--- src/common/sar_pkg.sv ---
// sar_pkg: constants, command codes and carrier structs of the wind sensor readout.
// assumes one 20 MHz system clock and a host that drives commands as one-cycle strobes.
package sar_pkg;
   ////////////////////////////////////////////////////////////////////////////////
   // clock and timing
   localparam int unsigned CLK_HZ = 20_000_000;     // system clock rate
   localparam int unsigned TRIG_TIMEOUT_S = 1;      // trigger silence limit, seconds
   localparam int unsigned TRIG_TIMEOUT_CYC = TRIG_TIMEOUT_S * CLK_HZ;
   localparam int unsigned JITTER_PCT = 5;          // allowed interval variation, percent
   localparam int unsigned JITTER_MUL = 100 / JITTER_PCT;
   ////////////////////////////////////////////////////////////////////////////////
   // bus selector and address ranges
   localparam logic BUS_SERIAL = 1'h0;              // serial device bus
   localparam logic BUS_NETWORK = 1'h1;             // peripheral network bus
   localparam logic [6:0] ADDR_MIN = 7'h01;
   localparam logic [6:0] ADDR_MAX_SERIAL = 7'h0E;  // 14
   localparam logic [6:0] ADDR_MAX_NETWORK = 7'h78; // 120
   localparam int unsigned GROUP_MAX = 15;          // devices one group trigger reaches
   ////////////////////////////////////////////////////////////////////////////////
   // operating codes
   localparam logic [4:0] OP_HOST = 5'h00;          // host triggered, unfiltered
   localparam logic [4:0] OP_BW5 = 5'h05;           // self triggered, 5 Hz filter
   localparam logic [4:0] OP_BW10 = 5'h0A;          // self triggered, 10 Hz filter
   localparam logic [4:0] OP_BW25 = 5'h19;          // self triggered, 25 Hz filter
   localparam logic [2:0] SHIFT_BW5 = 3'h4;         // smoothing shift per bandwidth
   localparam logic [2:0] SHIFT_BW10 = 3'h3;
   localparam logic [2:0] SHIFT_BW25 = 3'h2;
   ////////////////////////////////////////////////////////////////////////////////
   // host commands
   localparam logic [1:0] CMD_MEASURE = 2'h0;       // addressed measure and prompt
   localparam logic [1:0] CMD_MONITOR = 2'h1;       // addressed monitor request
   localparam logic [1:0] CMD_GROUP = 2'h2;         // broadcast group trigger
   localparam logic [1:0] CMD_ACQUIRE = 2'h3;       // addressed acquire signals
   ////////////////////////////////////////////////////////////////////////////////
   // record layout and diagnostic word
   localparam int unsigned MEAS_WORDS = 5;          // x, y, z, sonic temp, diag
   localparam int unsigned MON_WORDS = 4;           // enclosure temp, rh, pitch, roll
   localparam logic [31:0] NAN_WORD = 32'h80000000; // not-a-number marker
   localparam logic [31:0] DIAG_RESET = 32'h00000000;
   localparam int unsigned DIAG_AMP_LOW = 0;
   localparam int unsigned DIAG_AMP_HIGH = 1;
   localparam int unsigned DIAG_TRACK = 2;
   localparam int unsigned DIAG_DELTA_C = 3;
   localparam int unsigned DIAG_ACQ = 4;
   localparam int unsigned DIAG_VOLT = 5;
   localparam int unsigned DIAG_TRIG = 6;
   localparam int unsigned DIAG_HUMID = 7;
   localparam int unsigned DIAG_MEM = 8;
   localparam int unsigned DIAG_USED = 9;           // bits above read zero
   localparam logic [15:0] DELTA_C_MM_S = 16'h0938; // 2.360 m/s in mm/s
   localparam logic [7:0] HUMID_LIMIT_PCT = 8'h50;  // 80 percent
   ////////////////////////////////////////////////////////////////////////////////
   // carriers
   typedef struct packed {
      logic bus_sel;       // 0 serial, 1 network
      logic [6:0] addr;    // device bus address
      logic [4:0] code;    // operating code
   } sar_cfg_t;
   typedef struct packed {
      logic valid;         // one-cycle strobe
      logic [1:0] kind;    // command code
      logic [6:0] addr;    // target address
   } sar_cmd_t;
   typedef struct packed {
      logic amp_low;       // ultrasonic amplitude too small
      logic amp_high;      // ultrasonic amplitude too large
      logic track_poor;    // poor signal lock
      logic supply_low;    // supply below 9.0 V
      logic mem_err;       // signature check failed
   } sar_cond_t;
endpackage : sar_pkg

--- src/hw/sar_sync.sv ---
// sar_sync: two-flop synchroniser for a group of pin levels.
// assumes levels that stay put for several clocks; no pulse capture.
`timescale 1ns/10ps
module sar_sync #(
   parameter int unsigned W = 5
) (
   input wire logic clk_sys_i,
   input wire logic rst_n_i,
   input wire logic [W-1:0] d_i,
   output logic [W-1:0] q_o
);
   logic [W-1:0] meta_ff; // first stage, read only by the second
   logic [W-1:0] sync_ff; // second stage
   // both stages reset to quiet levels
   always_ff @(posedge clk_sys_i or negedge rst_n_i) begin
      if (!rst_n_i) begin
         meta_ff <= '0;
         sync_ff <= '0;
      end else begin
         meta_ff <= d_i;
         sync_ff <= meta_ff;
      end
   end
   assign q_o = sync_ff;
endmodule : sar_sync

--- src/hw/sar_filter.sv ---
// sar_filter: first-order smoothing of one signed channel, one step per sample tick.
// assumes the shift only changes while the sensor is reconfigured.
`timescale 1ns/10ps
module sar_filter #(
   parameter int unsigned W = 32
) (
   input wire logic clk_sys_i,
   input wire logic rst_n_i,
   input wire logic tick_i,
   input wire logic [2:0] shift_i,
   input wire logic signed [W-1:0] x_i,
   output logic signed [W-1:0] y_o
);
   logic signed [W-1:0] acc_ff;  // smoothed value
   logic signed [W:0] err;       // one bit wider so the step never wraps
   logic signed [W:0] step;
   logic signed [W:0] nxt_acc;
   assign err = {x_i[W-1], x_i} - {acc_ff[W-1], acc_ff};
   assign step = err >>> shift_i;
   assign nxt_acc = {acc_ff[W-1], acc_ff} + step;
   // shift trades bandwidth for lag; a bigger shift lags more
   always_ff @(posedge clk_sys_i or negedge rst_n_i) begin
      if (!rst_n_i) begin
         acc_ff <= '0;
      end else if (tick_i) begin
         acc_ff <= nxt_acc[W-1:0];
      end
   end
   assign y_o = acc_ff;
endmodule : sar_filter

--- src/hw/sar_top.sv ---
// sar_top: measurement readout and diagnostic word of the three-axis sonic wind sensor.
// assumes host commands and measurement-core values arrive on clk_sys_i; condition
// pins and the sample tick come from the core too, condition pins pass a synchroniser.
`timescale 1ns/10ps
module sar_top
   import sar_pkg::*;
#(
   parameter int unsigned TIMEOUT_CYC = TRIG_TIMEOUT_CYC, // shorten in simulation
   parameter int unsigned CNT_W = 26,                     // interval counter width
   parameter int unsigned DW = 32                         // value word width
) (
   input wire logic clk_sys_i,
   input wire logic rst_n_i,
   input wire sar_cfg_t cfg_i,
   input wire sar_cmd_t cmd_i,
   input wire logic sample_tick_i,
   input wire logic lock_done_i,
   input wire logic [DW-1:0] wind_x_i,
   input wire logic [DW-1:0] wind_y_i,
   input wire logic [DW-1:0] wind_z_i,
   input wire logic [DW-1:0] sonic_temp_i,
   input wire logic [DW-1:0] enc_temp_i,
   input wire logic [DW-1:0] enc_rh_i,
   input wire logic [DW-1:0] pitch_i,
   input wire logic [DW-1:0] roll_i,
   input wire logic [15:0] sos_x_i,
   input wire logic [15:0] sos_y_i,
   input wire logic [15:0] sos_z_i,
   input wire logic [7:0] rh_pct_i,
   input wire sar_cond_t cond_pin_i,
   output logic out_valid_o,
   output logic [DW-1:0] out_data_o,
   output logic out_last_o,
   output logic [31:0] diag_o,
   output logic acquiring_o
);
   ////////////////////////////////////////////////////////////////////////////////
   // decode helpers
   // address range depends on the bus that is selected
   function automatic logic addr_ok(input logic bus, input logic [6:0] a);
      addr_ok = (a >= ADDR_MIN) && (a <= ((bus == BUS_NETWORK) ? ADDR_MAX_NETWORK
                                                                 : ADDR_MAX_SERIAL));
   endfunction : addr_ok
   // a filtered code is only honoured on the network bus
   function automatic logic self_mode(input logic bus, input logic [4:0] c);
      self_mode = (bus == BUS_NETWORK) && ((c == OP_BW5) || (c == OP_BW10) || (c == OP_BW25));
   endfunction : self_mode

   ////////////////////////////////////////////////////////////////////////////////
   // configuration and command decode
   typedef enum logic [1:0] {SAR_IDLE, SAR_SEND} sar_state_t;
   sar_state_t state_ff;             // stream state
   sar_state_t nxt_state;
   sar_cond_t cond_sync;             // synchronised condition pins
   logic addr_hit;                   // command aimed at this device
   logic is_self;                    // self triggered filtered mode
   logic [2:0] flt_shift;            // shift for the selected bandwidth
   logic cmd_meas;
   logic cmd_mon;
   logic cmd_grp;
   logic cmd_acq;
   logic idle;
   logic pend_ff;                    // group snapshot waiting for its request

   sar_sync #(.W(5)) u_cond_sync (
      .clk_sys_i(clk_sys_i),
      .rst_n_i(rst_n_i),
      .d_i(cond_pin_i),
      .q_o(cond_sync)
   );

   assign idle = (state_ff == SAR_IDLE);
   assign addr_hit = addr_ok(cfg_i.bus_sel, cfg_i.addr) && (cmd_i.addr == cfg_i.addr);
   // a code other than 0 on the serial bus falls back to host triggering
   assign is_self = self_mode(cfg_i.bus_sel, cfg_i.code);
   assign flt_shift = (cfg_i.code == OP_BW5) ? SHIFT_BW5 :
                      (cfg_i.code == OP_BW10) ? SHIFT_BW10 : SHIFT_BW25;
   // measure and monitor commands arriving mid-stream are dropped; the host waits for out_last_o
   assign cmd_meas = cmd_i.valid && idle && addr_hit && (cmd_i.kind == CMD_MEASURE);
   assign cmd_mon = cmd_i.valid && idle && addr_hit && (cmd_i.kind == CMD_MONITOR);
   assign cmd_acq = cmd_i.valid && addr_hit && (cmd_i.kind == CMD_ACQUIRE);
   // group trigger is broadcast and only exists on the serial bus
   assign cmd_grp = cmd_i.valid && (cmd_i.kind == CMD_GROUP) && (cfg_i.bus_sel == BUS_SERIAL);

   ////////////////////////////////////////////////////////////////////////////////
   // bandwidth filters, one per science channel
   logic [DW-1:0] sci_raw [4];
   logic [DW-1:0] sci_flt [4];
   assign sci_raw[0] = wind_x_i;
   assign sci_raw[1] = wind_y_i;
   assign sci_raw[2] = wind_z_i;
   assign sci_raw[3] = sonic_temp_i;
   for (genvar g = 0; g < 4; g++) begin : g_flt
      sar_filter #(.W(DW)) u_flt (
         .clk_sys_i(clk_sys_i),
         .rst_n_i(rst_n_i),
         .tick_i(sample_tick_i && is_self),
         .shift_i(flt_shift),
         .x_i(sci_raw[g]),
         .y_o(sci_flt[g])
      );
   end

   ////////////////////////////////////////////////////////////////////////////////
   // acquire state: set by command, ends when the core reports lock
   logic acq_ff;
   logic nxt_acq;
   assign nxt_acq = cmd_acq ? 1'b1 : (lock_done_i ? 1'b0 : acq_ff);
   always_ff @(posedge clk_sys_i or negedge rst_n_i) begin
      if (!rst_n_i) begin
         acq_ff <= 1'b0;
      end else begin
         acq_ff <= nxt_acq;
      end
   end

   ////////////////////////////////////////////////////////////////////////////////
   // trigger timing: silence timeout and interval jitter
   logic trig_evt;                 // one measurement trigger
   logic [CNT_W-1:0] intv_ff;      // cycles since last trigger, saturating
   logic [CNT_W-1:0] prev_ff;      // previous interval
   logic prev_vld_ff;
   logic jit_ff;                   // last interval varied too much
   logic [CNT_W-1:0] intv_diff;
   logic [CNT_W+5:0] diff_scaled;
   logic timeout;
   logic jitter_now;
   logic [CNT_W-1:0] nxt_intv;
   // self modes trigger on the internal sampler, host mode on host requests
   assign trig_evt = is_self ? sample_tick_i :
                     (cmd_grp || (cmd_meas && !pend_ff));
   assign timeout = (intv_ff >= CNT_W'(TIMEOUT_CYC));
   assign intv_diff = (intv_ff > prev_ff) ? (intv_ff - prev_ff) : (prev_ff - intv_ff);
   assign diff_scaled = (CNT_W+6)'(intv_diff) * (CNT_W+6)'(JITTER_MUL);
   assign jitter_now = prev_vld_ff && (diff_scaled > (CNT_W+6)'(prev_ff));
   assign nxt_intv = trig_evt ? '0 : (timeout ? intv_ff : intv_ff + 1'b1);
   always_ff @(posedge clk_sys_i or negedge rst_n_i) begin
      if (!rst_n_i) begin
         intv_ff <= '0;
         prev_ff <= '0;
         prev_vld_ff <= 1'b0;
         jit_ff <= 1'b0;
      end else begin
         intv_ff <= nxt_intv;
         if (trig_evt) begin
            prev_ff <= intv_ff;
            prev_vld_ff <= !timeout; // a timed-out gap is no reference
            jit_ff <= jitter_now;
         end
      end
   end

   ////////////////////////////////////////////////////////////////////////////////
   // live diagnostic word, evaluated from present conditions
   logic [15:0] sos_max;
   logic [15:0] sos_min;
   logic delta_c;
   logic [31:0] diag_now;
   assign sos_max = (sos_x_i > sos_y_i) ? ((sos_x_i > sos_z_i) ? sos_x_i : sos_z_i)
                                        : ((sos_y_i > sos_z_i) ? sos_y_i : sos_z_i);
   assign sos_min = (sos_x_i < sos_y_i) ? ((sos_x_i < sos_z_i) ? sos_x_i : sos_z_i)
                                        : ((sos_y_i < sos_z_i) ? sos_y_i : sos_z_i);
   assign delta_c = (sos_max - sos_min) > DELTA_C_MM_S;
   always_comb begin
      diag_now = DIAG_RESET;
      diag_now[DIAG_AMP_LOW] = cond_sync.amp_low;
      diag_now[DIAG_AMP_HIGH] = cond_sync.amp_high;
      diag_now[DIAG_TRACK] = cond_sync.track_poor;
      diag_now[DIAG_DELTA_C] = delta_c;
      diag_now[DIAG_ACQ] = acq_ff;
      diag_now[DIAG_VOLT] = cond_sync.supply_low;
      diag_now[DIAG_TRIG] = timeout || jit_ff;
      diag_now[DIAG_HUMID] = rh_pct_i > HUMID_LIMIT_PCT;
      diag_now[DIAG_MEM] = cond_sync.mem_err;
   end

   ////////////////////////////////////////////////////////////////////////////////
   // snapshot taken at a host-mode or group trigger; a group trigger holds it until retrieved
   logic [DW-1:0] snap_ff [4];
   logic [31:0] snap_diag_ff;
   logic take_snap;
   logic nxt_pend;
   logic [DW-1:0] sci_src [4];
   assign take_snap = cmd_grp || (cmd_meas && !pend_ff && !is_self);
   assign nxt_pend = cmd_grp ? 1'b1 : (cmd_meas ? 1'b0 : pend_ff);
   for (genvar g = 0; g < 4; g++) begin : g_src
      assign sci_src[g] = acq_ff ? NAN_WORD : (is_self ? sci_flt[g] : sci_raw[g]);
   end
   always_ff @(posedge clk_sys_i or negedge rst_n_i) begin
      if (!rst_n_i) begin
         pend_ff <= 1'b0;
         snap_diag_ff <= DIAG_RESET;
         for (int i = 0; i < 4; i++) begin
            snap_ff[i] <= '0;
         end
      end else begin
         pend_ff <= nxt_pend;
         if (take_snap) begin
            snap_diag_ff <= diag_now;
            for (int i = 0; i < 4; i++) begin
               snap_ff[i] <= sci_src[i];
            end
         end
      end
   end

   ////////////////////////////////////////////////////////////////////////////////
   // record assembly and word stream, one word per clock
   logic [DW-1:0] rec_ff [MEAS_WORDS];
   logic [2:0] idx_ff;
   logic [2:0] len_ff;
   logic [DW-1:0] meas_word [MEAS_WORDS];
   logic use_live;
   logic start;
   // a fresh host-mode or self-mode prompt reads live values, a group one the snapshot
   assign use_live = !pend_ff;
   assign start = cmd_meas || cmd_mon;
   for (genvar g = 0; g < 4; g++) begin : g_word
      assign meas_word[g] = use_live ? sci_src[g] : snap_ff[g];
   end
   assign meas_word[4] = use_live ? diag_now : snap_diag_ff;
   always_comb begin
      nxt_state = state_ff;
      unique case (state_ff)
         SAR_IDLE: begin
            if (start) begin
               nxt_state = SAR_SEND;
            end
         end
         SAR_SEND: begin
            if (idx_ff == len_ff - 3'h1) begin
               nxt_state = SAR_IDLE;
            end
         end
      endcase
   end
   always_ff @(posedge clk_sys_i or negedge rst_n_i) begin
      if (!rst_n_i) begin
         state_ff <= SAR_IDLE;
         idx_ff <= 3'h0;
         len_ff <= 3'h0;
         for (int i = 0; i < MEAS_WORDS; i++) begin
            rec_ff[i] <= '0;
         end
      end else begin
         state_ff <= nxt_state;
         idx_ff <= (state_ff == SAR_SEND) ? idx_ff + 3'h1 : 3'h0;
         if (cmd_meas) begin
            len_ff <= 3'(MEAS_WORDS);
            for (int i = 0; i < MEAS_WORDS; i++) begin
               rec_ff[i] <= meas_word[i];
            end
         end else if (cmd_mon) begin
            len_ff <= 3'(MON_WORDS);
            rec_ff[0] <= enc_temp_i;
            rec_ff[1] <= enc_rh_i;
            rec_ff[2] <= pitch_i;
            rec_ff[3] <= roll_i;
            rec_ff[4] <= '0;
         end
      end
   end

   ////////////////////////////////////////////////////////////////////////////////
   // registered outputs
   logic out_valid_ff;
   logic out_last_ff;
   logic [DW-1:0] out_data_ff;
   logic [31:0] diag_ff;
   always_ff @(posedge clk_sys_i or negedge rst_n_i) begin
      if (!rst_n_i) begin
         out_valid_ff <= 1'b0;
         out_last_ff <= 1'b0;
         out_data_ff <= '0;
         diag_ff <= DIAG_RESET;
      end else begin
         out_valid_ff <= (state_ff == SAR_SEND);
         out_last_ff <= (state_ff == SAR_SEND) && (idx_ff == len_ff - 3'h1);
         out_data_ff <= (state_ff == SAR_SEND) ? rec_ff[idx_ff] : '0;
         diag_ff <= diag_now;
      end
   end
   assign out_valid_o = out_valid_ff;
   assign out_last_o = out_last_ff;
   assign out_data_o = out_data_ff;
   assign diag_o = diag_ff;
   assign acquiring_o = acq_ff;
endmodule : sar_top

--- config.mk ---
export PLATFORM = sky130hd
export DESIGN_NAME = sar_top
export DESIGN_NICKNAME = d
export VERILOG_FILES = /design/src/common/sar_pkg.sv /design/src/hw/sar_sync.sv /design/src/hw/sar_filter.sv /design/src/hw/sar_top.sv
export SDC_FILE = /design/constraint.sdc
export NUM_CORES = 2
export LEC_CHECK = 0
export BUFFER_PORTS_ARGS = -buffer_cell sky130_fd_sc_hd__buf_2
export CAP_MARGIN = 25
export CORE_MARGIN = 2
export CORE_UTILIZATION = 45
export CTS_CLUSTER_DIAMETER = 80
export CTS_CLUSTER_SIZE = 28
export DETAILED_ROUTE_END_ITERATION = 8
export GPL_TIMING_DRIVEN = 0
export PLACE_DENSITY = 0.71
export REMOVE_ABC_BUFFERS = 1
export SLEW_MARGIN = 40
export SYNTH_ARGS = -nofsm -noshare
export SYNTH_HDL_FRONTEND = slang
export SYNTH_SLANG_ARGS = --single-unit
--- constraint.sdc ---
create_clock -name clk_sys_i -period 22.8 [get_ports clk_sys_i]
set_clock_uncertainty 0.2 [all_clocks]
set_input_delay 2.28 -clock clk_sys_i [delete_from_list [all_inputs] [get_ports clk_sys_i]]
set_output_delay 2.28 -clock clk_sys_i [all_outputs]
set_load 0.05 [all_outputs]
-- Yosys cells after proc, flatten, opt, wreduce, memory -nomap -nowiden
Index checks and enable logic that the tools add are counted.
- $add $sub $neg: 14
- multipliers: 1
- divide/modulo/power cells: 0
- magnitude comparators: 14
- equal/unequal tests: 12
- shifts and indexed selects: 4
- muxes and demuxes: 42
- bitwise operators: 2
- reductions and logical operators: 31
- operator list (cell ; count):
    $mux 32 ; 15
    $mux 160 ; 2
    $sshr 33x3->32 ; 4
    $sub 32x32->33 ; 4
    $add 32x32->32 ; 4
    $bmux 32 s3 ; 1
    $mux 16 ; 6
    $mux 26 ; 3
    $sub 26x26->26 ; 2
    $gt 16x16->1 ; 3
    $lt 16x16->1 ; 3
    $gt 31x26->1 ; 1
    $mul 26x3->29 const B ; 1
    $add 26x1->26 const B ; 1
    $ge 26x25->1 const B ; 1
    $gt 26x26->1 ; 1
    $gt 16x12->1 const B ; 1
    $logic_and 1x1->1 ; 16
    $sub 16x16->16 ; 1
    $mux 3 ; 4
    $mux 9 ; 1
    $gt 8x7->1 const B ; 1
    $eq 7x7->1 ; 1
    $ge 7x1->1 const B ; 1
    23 further kinds ; 42
- bits in registers: 542
- latch bits: 0
- RAM bits: 0
- ROM bits: 0
- input port bits: 344
- output and inout port bits: 67
- word-level logic and storage cells: 149
- memories kept: 0

-- Logic depth before layout (Yosys ltp)
- depth after elaboration: 10
- depth in mapped cells: 38
- depth with buffers taken out: 36

-- Modules after synthesis
A second synthesis with hierarchy kept.
- cells, all modules: 6042
- area, all modules: 50490.9 um2
- modules (own cells, without submodules) (module ; times used ; cells an instance ; area each (um2) ; sequential area each (um2)):
    sar_top ; 1 ; 3056 ; 26576.7 ; 9484.1
    sar_filter at g_flt[1].u_flt ... ; 3 ; 745 ; 5975.7 ; 800.8
    sar_filter at g_flt[0].u_flt ; 1 ; 741 ; 5736.8 ; 800.8
    sar_sync ; 1 ; 10 ; 250.2 ; 250.2

-- Worst setup path after synthesis
No wires, ideal clock.
- path kind: input -> register
- from: in wind_y_i[2]
- to: reg g_flt[1].u_flt.acc_ff[30]
- library setup time: 0.133 ns
- data arrival time: 7.404 ns
- required time: 22.467 ns
- slack: 15.063 ns
- stages on the path: 24
- path buffers: 0
- cells stage by stage: ha_1 -> a21o_1 -> a31o_1 -> a211o_1 -> a2111oi_1 -> o21ai_1 -> a311oi_2 -> o21bai_2 -> o31ai_4 -> o21bai_1 -> xnor2_2 -> o221ai_1 -> ha_1 -> and3_1 -> a221o_1 -> a21oi_1 -> o22ai_1 -> a21oi_1 -> o311a_1 -> nor3_1 -> a2111oi_0 -> a21oi_1 -> xnor2_1 -> o21ai_0
- longest elaborated chain between the ends: 3
- ends and longest elaborated chain (item ; RTL line ; RTL):
    start, declared ; sar_top.sv:19 ; input wire logic [DW-1:0] wind_y_i,
    $sub 32x32->33 ; sar_filter.sv:18 ; assign err = {x_i[W-1], x_i} - {acc_ff[W-1], acc_ff};
    $sshr 33x3->32 ; sar_filter.sv:19 ; assign step = err >>> shift_i;
    $add 32x32->32 ; sar_filter.sv:20 ; assign nxt_acc = {acc_ff[W-1], acc_ff} + step;
    end signal, assigned ; sar_filter.sv:26 ; acc_ff <= nxt_acc[W-1:0];
    end, declared ; sar_filter.sv:14 ; logic signed [W-1:0] acc_ff;
Every way passes these cells.
A chain may end at the register's enable or synchronous reset.

-- Worst setup path after layout
- from: reg intv_ff[0]
- to: reg jit_ff
- longest elaborated chain between the ends: 5
- elaborated cells between the ends (all ways): 7
- those cells by class: 2 x add/sub; 1 x mul; 2 x order compare; 1 x mux; 1 x reduce/logical
- ends and longest elaborated chain (item ; RTL line ; RTL):
    start, declared ; sar_top.sv:120 ; logic [CNT_W-1:0] intv_ff;
    start signal, assigned ; sar_top.sv:144 ; intv_ff <= nxt_intv;
    $sub 26x26->26 or $gt 26x26->1 (tied branches) ; sar_top.sv:133 ; assign intv_diff = (intv_ff > prev_ff) ? (intv_ff - prev_ff) : (prev_ff - intv_ff);
    $mux 26 (*) ; sar_top.sv:133 ;
    $mul 26x3->29 (*) ; sar_top.sv:134 ; assign diff_scaled = (CNT_W+6)'(intv_diff) * (CNT_W+6)'(JITTER_MUL);
    $gt 31x26->1 (*) ; sar_top.sv:135 ; assign jitter_now = prev_vld_ff && (diff_scaled > (CNT_W+6)'(prev_ff));
    $logic_and 1x1->1 (*) ; sar_top.sv:135 ;
    end signal, assigned ; sar_top.sv:148 ; jit_ff <= jitter_now;
    end, declared ; sar_top.sv:123 ; logic jit_ff;
Mark *: on every way between the ends. The rest lies on a longest branch, timed or not.

==> impl_metrics.json <==
{
  "yosysSeqAreaShare": 0.292,
  "async_flop_share": 1.00,
  "vias": 41016,
  "cts_num_sinks": 517,
  "yosysTopAreaCellShare": 0.292,
  "final_cell_count_no_fill": 7025,
  "fin_nets": 6469,
  "synth.most_common_cell": "nand2_1",
  "slowest_stage": "nor3_1",
  "endpoint_kind": "flop",
  "crit_arrival_ns": 9.77,
  "post-cts-setup-buffers": 0,
  "max_freq_mhz": 106,
  "path_delay_family": "compound AO/OA/AOI/OAI gates",
  "dp_cells": 6922,
  "clk_latency_ns": 0.66,
  "cp_common_cell": "ha_1",
  "fp.dieW_um": 318,
  "num_rows": 115,
  "place_congestion": 0.908,
  "cts_tree": "built",
  "synth_area_mm2": 0.0443,
  "grt_pass1_vias": 39699,
  "hp-class": "reg -> reg",
  "hold_buffers": 0,
  "ant_nets": 0,
  "syn_area_per_cell_um2": 8.13,
  "ys_seq_elements": 517,
  "first_iter_violations": 2948,
  "initial_utilization": 0.452,
  "grt_max_degree": 89,
  "synth-main-ff-cell": "dfrtp_1",
  "post-dp-hpwl_um": 107000,
  "cts_root_buf": "clkbuf_16",
  "path_class": "reg -> reg",
  "clockBufferDepth": 3,
  "pin_count": 411,
  "grt_pass1_wl_um": 216000,
  "status": "completed",
  "overflow": 0,
  "required_ns": 23.14,
  "yosys-top-cells-area": "dfrtp_1, ha_1, a21oi_1",
  "yosys.area.top_type": "dfrtp_1",
  "synth_common_cells": "nand2_1, a21oi_1, dfrtp_1",
  "cts_buffers": 40,
  "worst_slew_margin_rel": 0.468,
  "routed_wl_um": 137000,
  "cp-start-kind": "flop",
  "viasPerCell": 5.84,
  "ys_warn_count": 0,
  "cts.repair.resized": 0,
  "ys_types": 99,
  "hold_viol_final": 0,
  "fillCellCount": 9248,
  "antenna_found_initial": 60,
  "synthCells": 5447,
  "worstPathMaxFanout": 12,
  "dr.pass1.iters": 5,
  "drc": 0,
  "cts_htree_levels": 2,
  "slew_violations": 0,
  "clk_pin_slew_ns": 0.11,
  "finalSetupViolCount": 0,
  "track_usage": 0.265,
  "synth_edf_count": 0,
  "io_buffers": 387,
  "period_share": 0.413,
  "drive_gt1_frac": 0.119,
  "rsz0062_at_grt": "no",
  "cap_viol_max_count": 0,
  "area_delta_synth_final_pct": 12.6,
  "dieArea_mm2": 0.101,
  "wire_per_inst_um": 19.4,
  "max_stage_delay_ns": 0.59,
  "period_needed_ns": 9.43,
  "tightest_slew_ns": 0.778,
  "die_h_um": 318,
  "cp_num_buf_inv": 5,
  "fp.coreArea_mm2": 0.0980
}
[registers in the layout, indices dropped and copies added (netlist names)]
register and flops:
pend_ff 1, prev_ff 26, intv_ff 26, g_flt.u_flt.y_o 128, u_cond_sync.meta_ff 5, state_ff 1, len_ff 2, diag_o 9
jit_ff 1, rec_ff 137, idx_ff 3, prev_vld_ff 1, snap_ff 128, out_last_o 1, u_cond_sync.q_o 5, out_data_o 32
acquiring_o 1, out_valid_o 1, snap_diag_ff 9
[metrics by stage]
step / hold WS (ns) / setup slack [ns] / area (um^2) / setup TNS [ns] / utilization
2_1_floorplan: 0.131 / -7.05 / 43100 / -962.71 / -
3_3_place_gp: 0.133 / -41.14 / 46600 / - / 0.476
3_5_place_dp: 0.138 / 13.50 / 48300 / 0 / 0.493
4_1_cts: 0.145 / 13.47 / 49800 / 0 / 0.508
5_1_grt: 0.140 / 13.01 / 49900 / 0 / 0.509
6_report: 0.137 / 13.37 / 49900 / 0 / 0.509
[routing by layer]
metal,wire (um),vias up,share of wire,global-route usage
li1,-,20055,-,-
met1,57900,19595,0.42,0.339
met2,65000,1057,0.48,0.447
met3,8450,267,0.062,0.0432
met4,5020,42,0.037,0.101
met5,255,-,0.0019,0
[final timing paths]
path / from / endpoint / slack (ns) / cells past startpoint
worst max-delay path: intv_ff[0] / jit_ff / 13.37 / 37
worst min-delay path: u_cond_sync.meta_ff[4] / u_cond_sync.q_o[4] / 0.14 / 0
worst max register to register: intv_ff[0] / jit_ff / 13.37 / 37
worst min register to register: u_cond_sync.meta_ff[4] / u_cond_sync.q_o[4] / 0.14 / 0
max in group asynchronous: rst_n_i / snap_ff[126] / 19.74 / 4
min in group asynchronous: rst_n_i / snap_diag_ff[2] / 1.30 / 1
[cell usage in the layout (no fill, tap or decap), types with 51 or more instances in the layout]
cell type  count
dfrtp_1      513
nor3_1       180
nor2_1       384
o21ai_0      460
o21a_1        52
a21o_1       140
xnor2_1      188
nand2_1      639
inv_1        299
mux2i_1      150
o21bai_1      52
a21oi_1      562
nand4_1       51
nand2b_1      54
nand3_1       58
buf_2        401
o31ai_1      146
ha_1         439
o22ai_1       52
nor2b_1       53
xor2_1       108
[cell type report]
type                       instances  area [um^2]  area share
clock inverter                    28          440     0.00883
multi-input combinational       4338        29200       0.584
sequential                       517        13000       0.260
tap                             1287         1610      0.0323
timing repair buffer             480         3460      0.0694
antenna                           30         75.1     0.00150
inverter                         300         1130      0.0226
clock buffer                      45         1070      0.0215
[cell families after synthesis]
family / after synthesis / synth area share
AO/OA/AOI/OAI: 1791 / 0.252
AND/OR/NAND/NOR: 1584 / 0.161
buffers and inverters: 614 / 0.0547
flip-flops: 517 / 0.292
adder cells (fa/ha/maj): 448 / 0.128
XOR/XNOR: 298 / 0.0594
multiplexers: 194 / 0.0532
other: 1 / 0.0000846
[worst reg2reg max path: cells and delay by family, from the launching register on]
kind	cells	cell delay [ns]
adder cells (fa/ha/maj)	5	1.54
buffers and inverters	5	0.68
flip-flops	1	0.48
XOR/XNOR	2	0.37
AND/OR/NAND/NOR	5	1.33
AO/OA/AOI/OAI	19	4.45
multiplexers	1	0.30
Power is left out: the tool's default activity adds up to more than one toggle a clock period on the data nets, which glitch-free logic cannot reach.
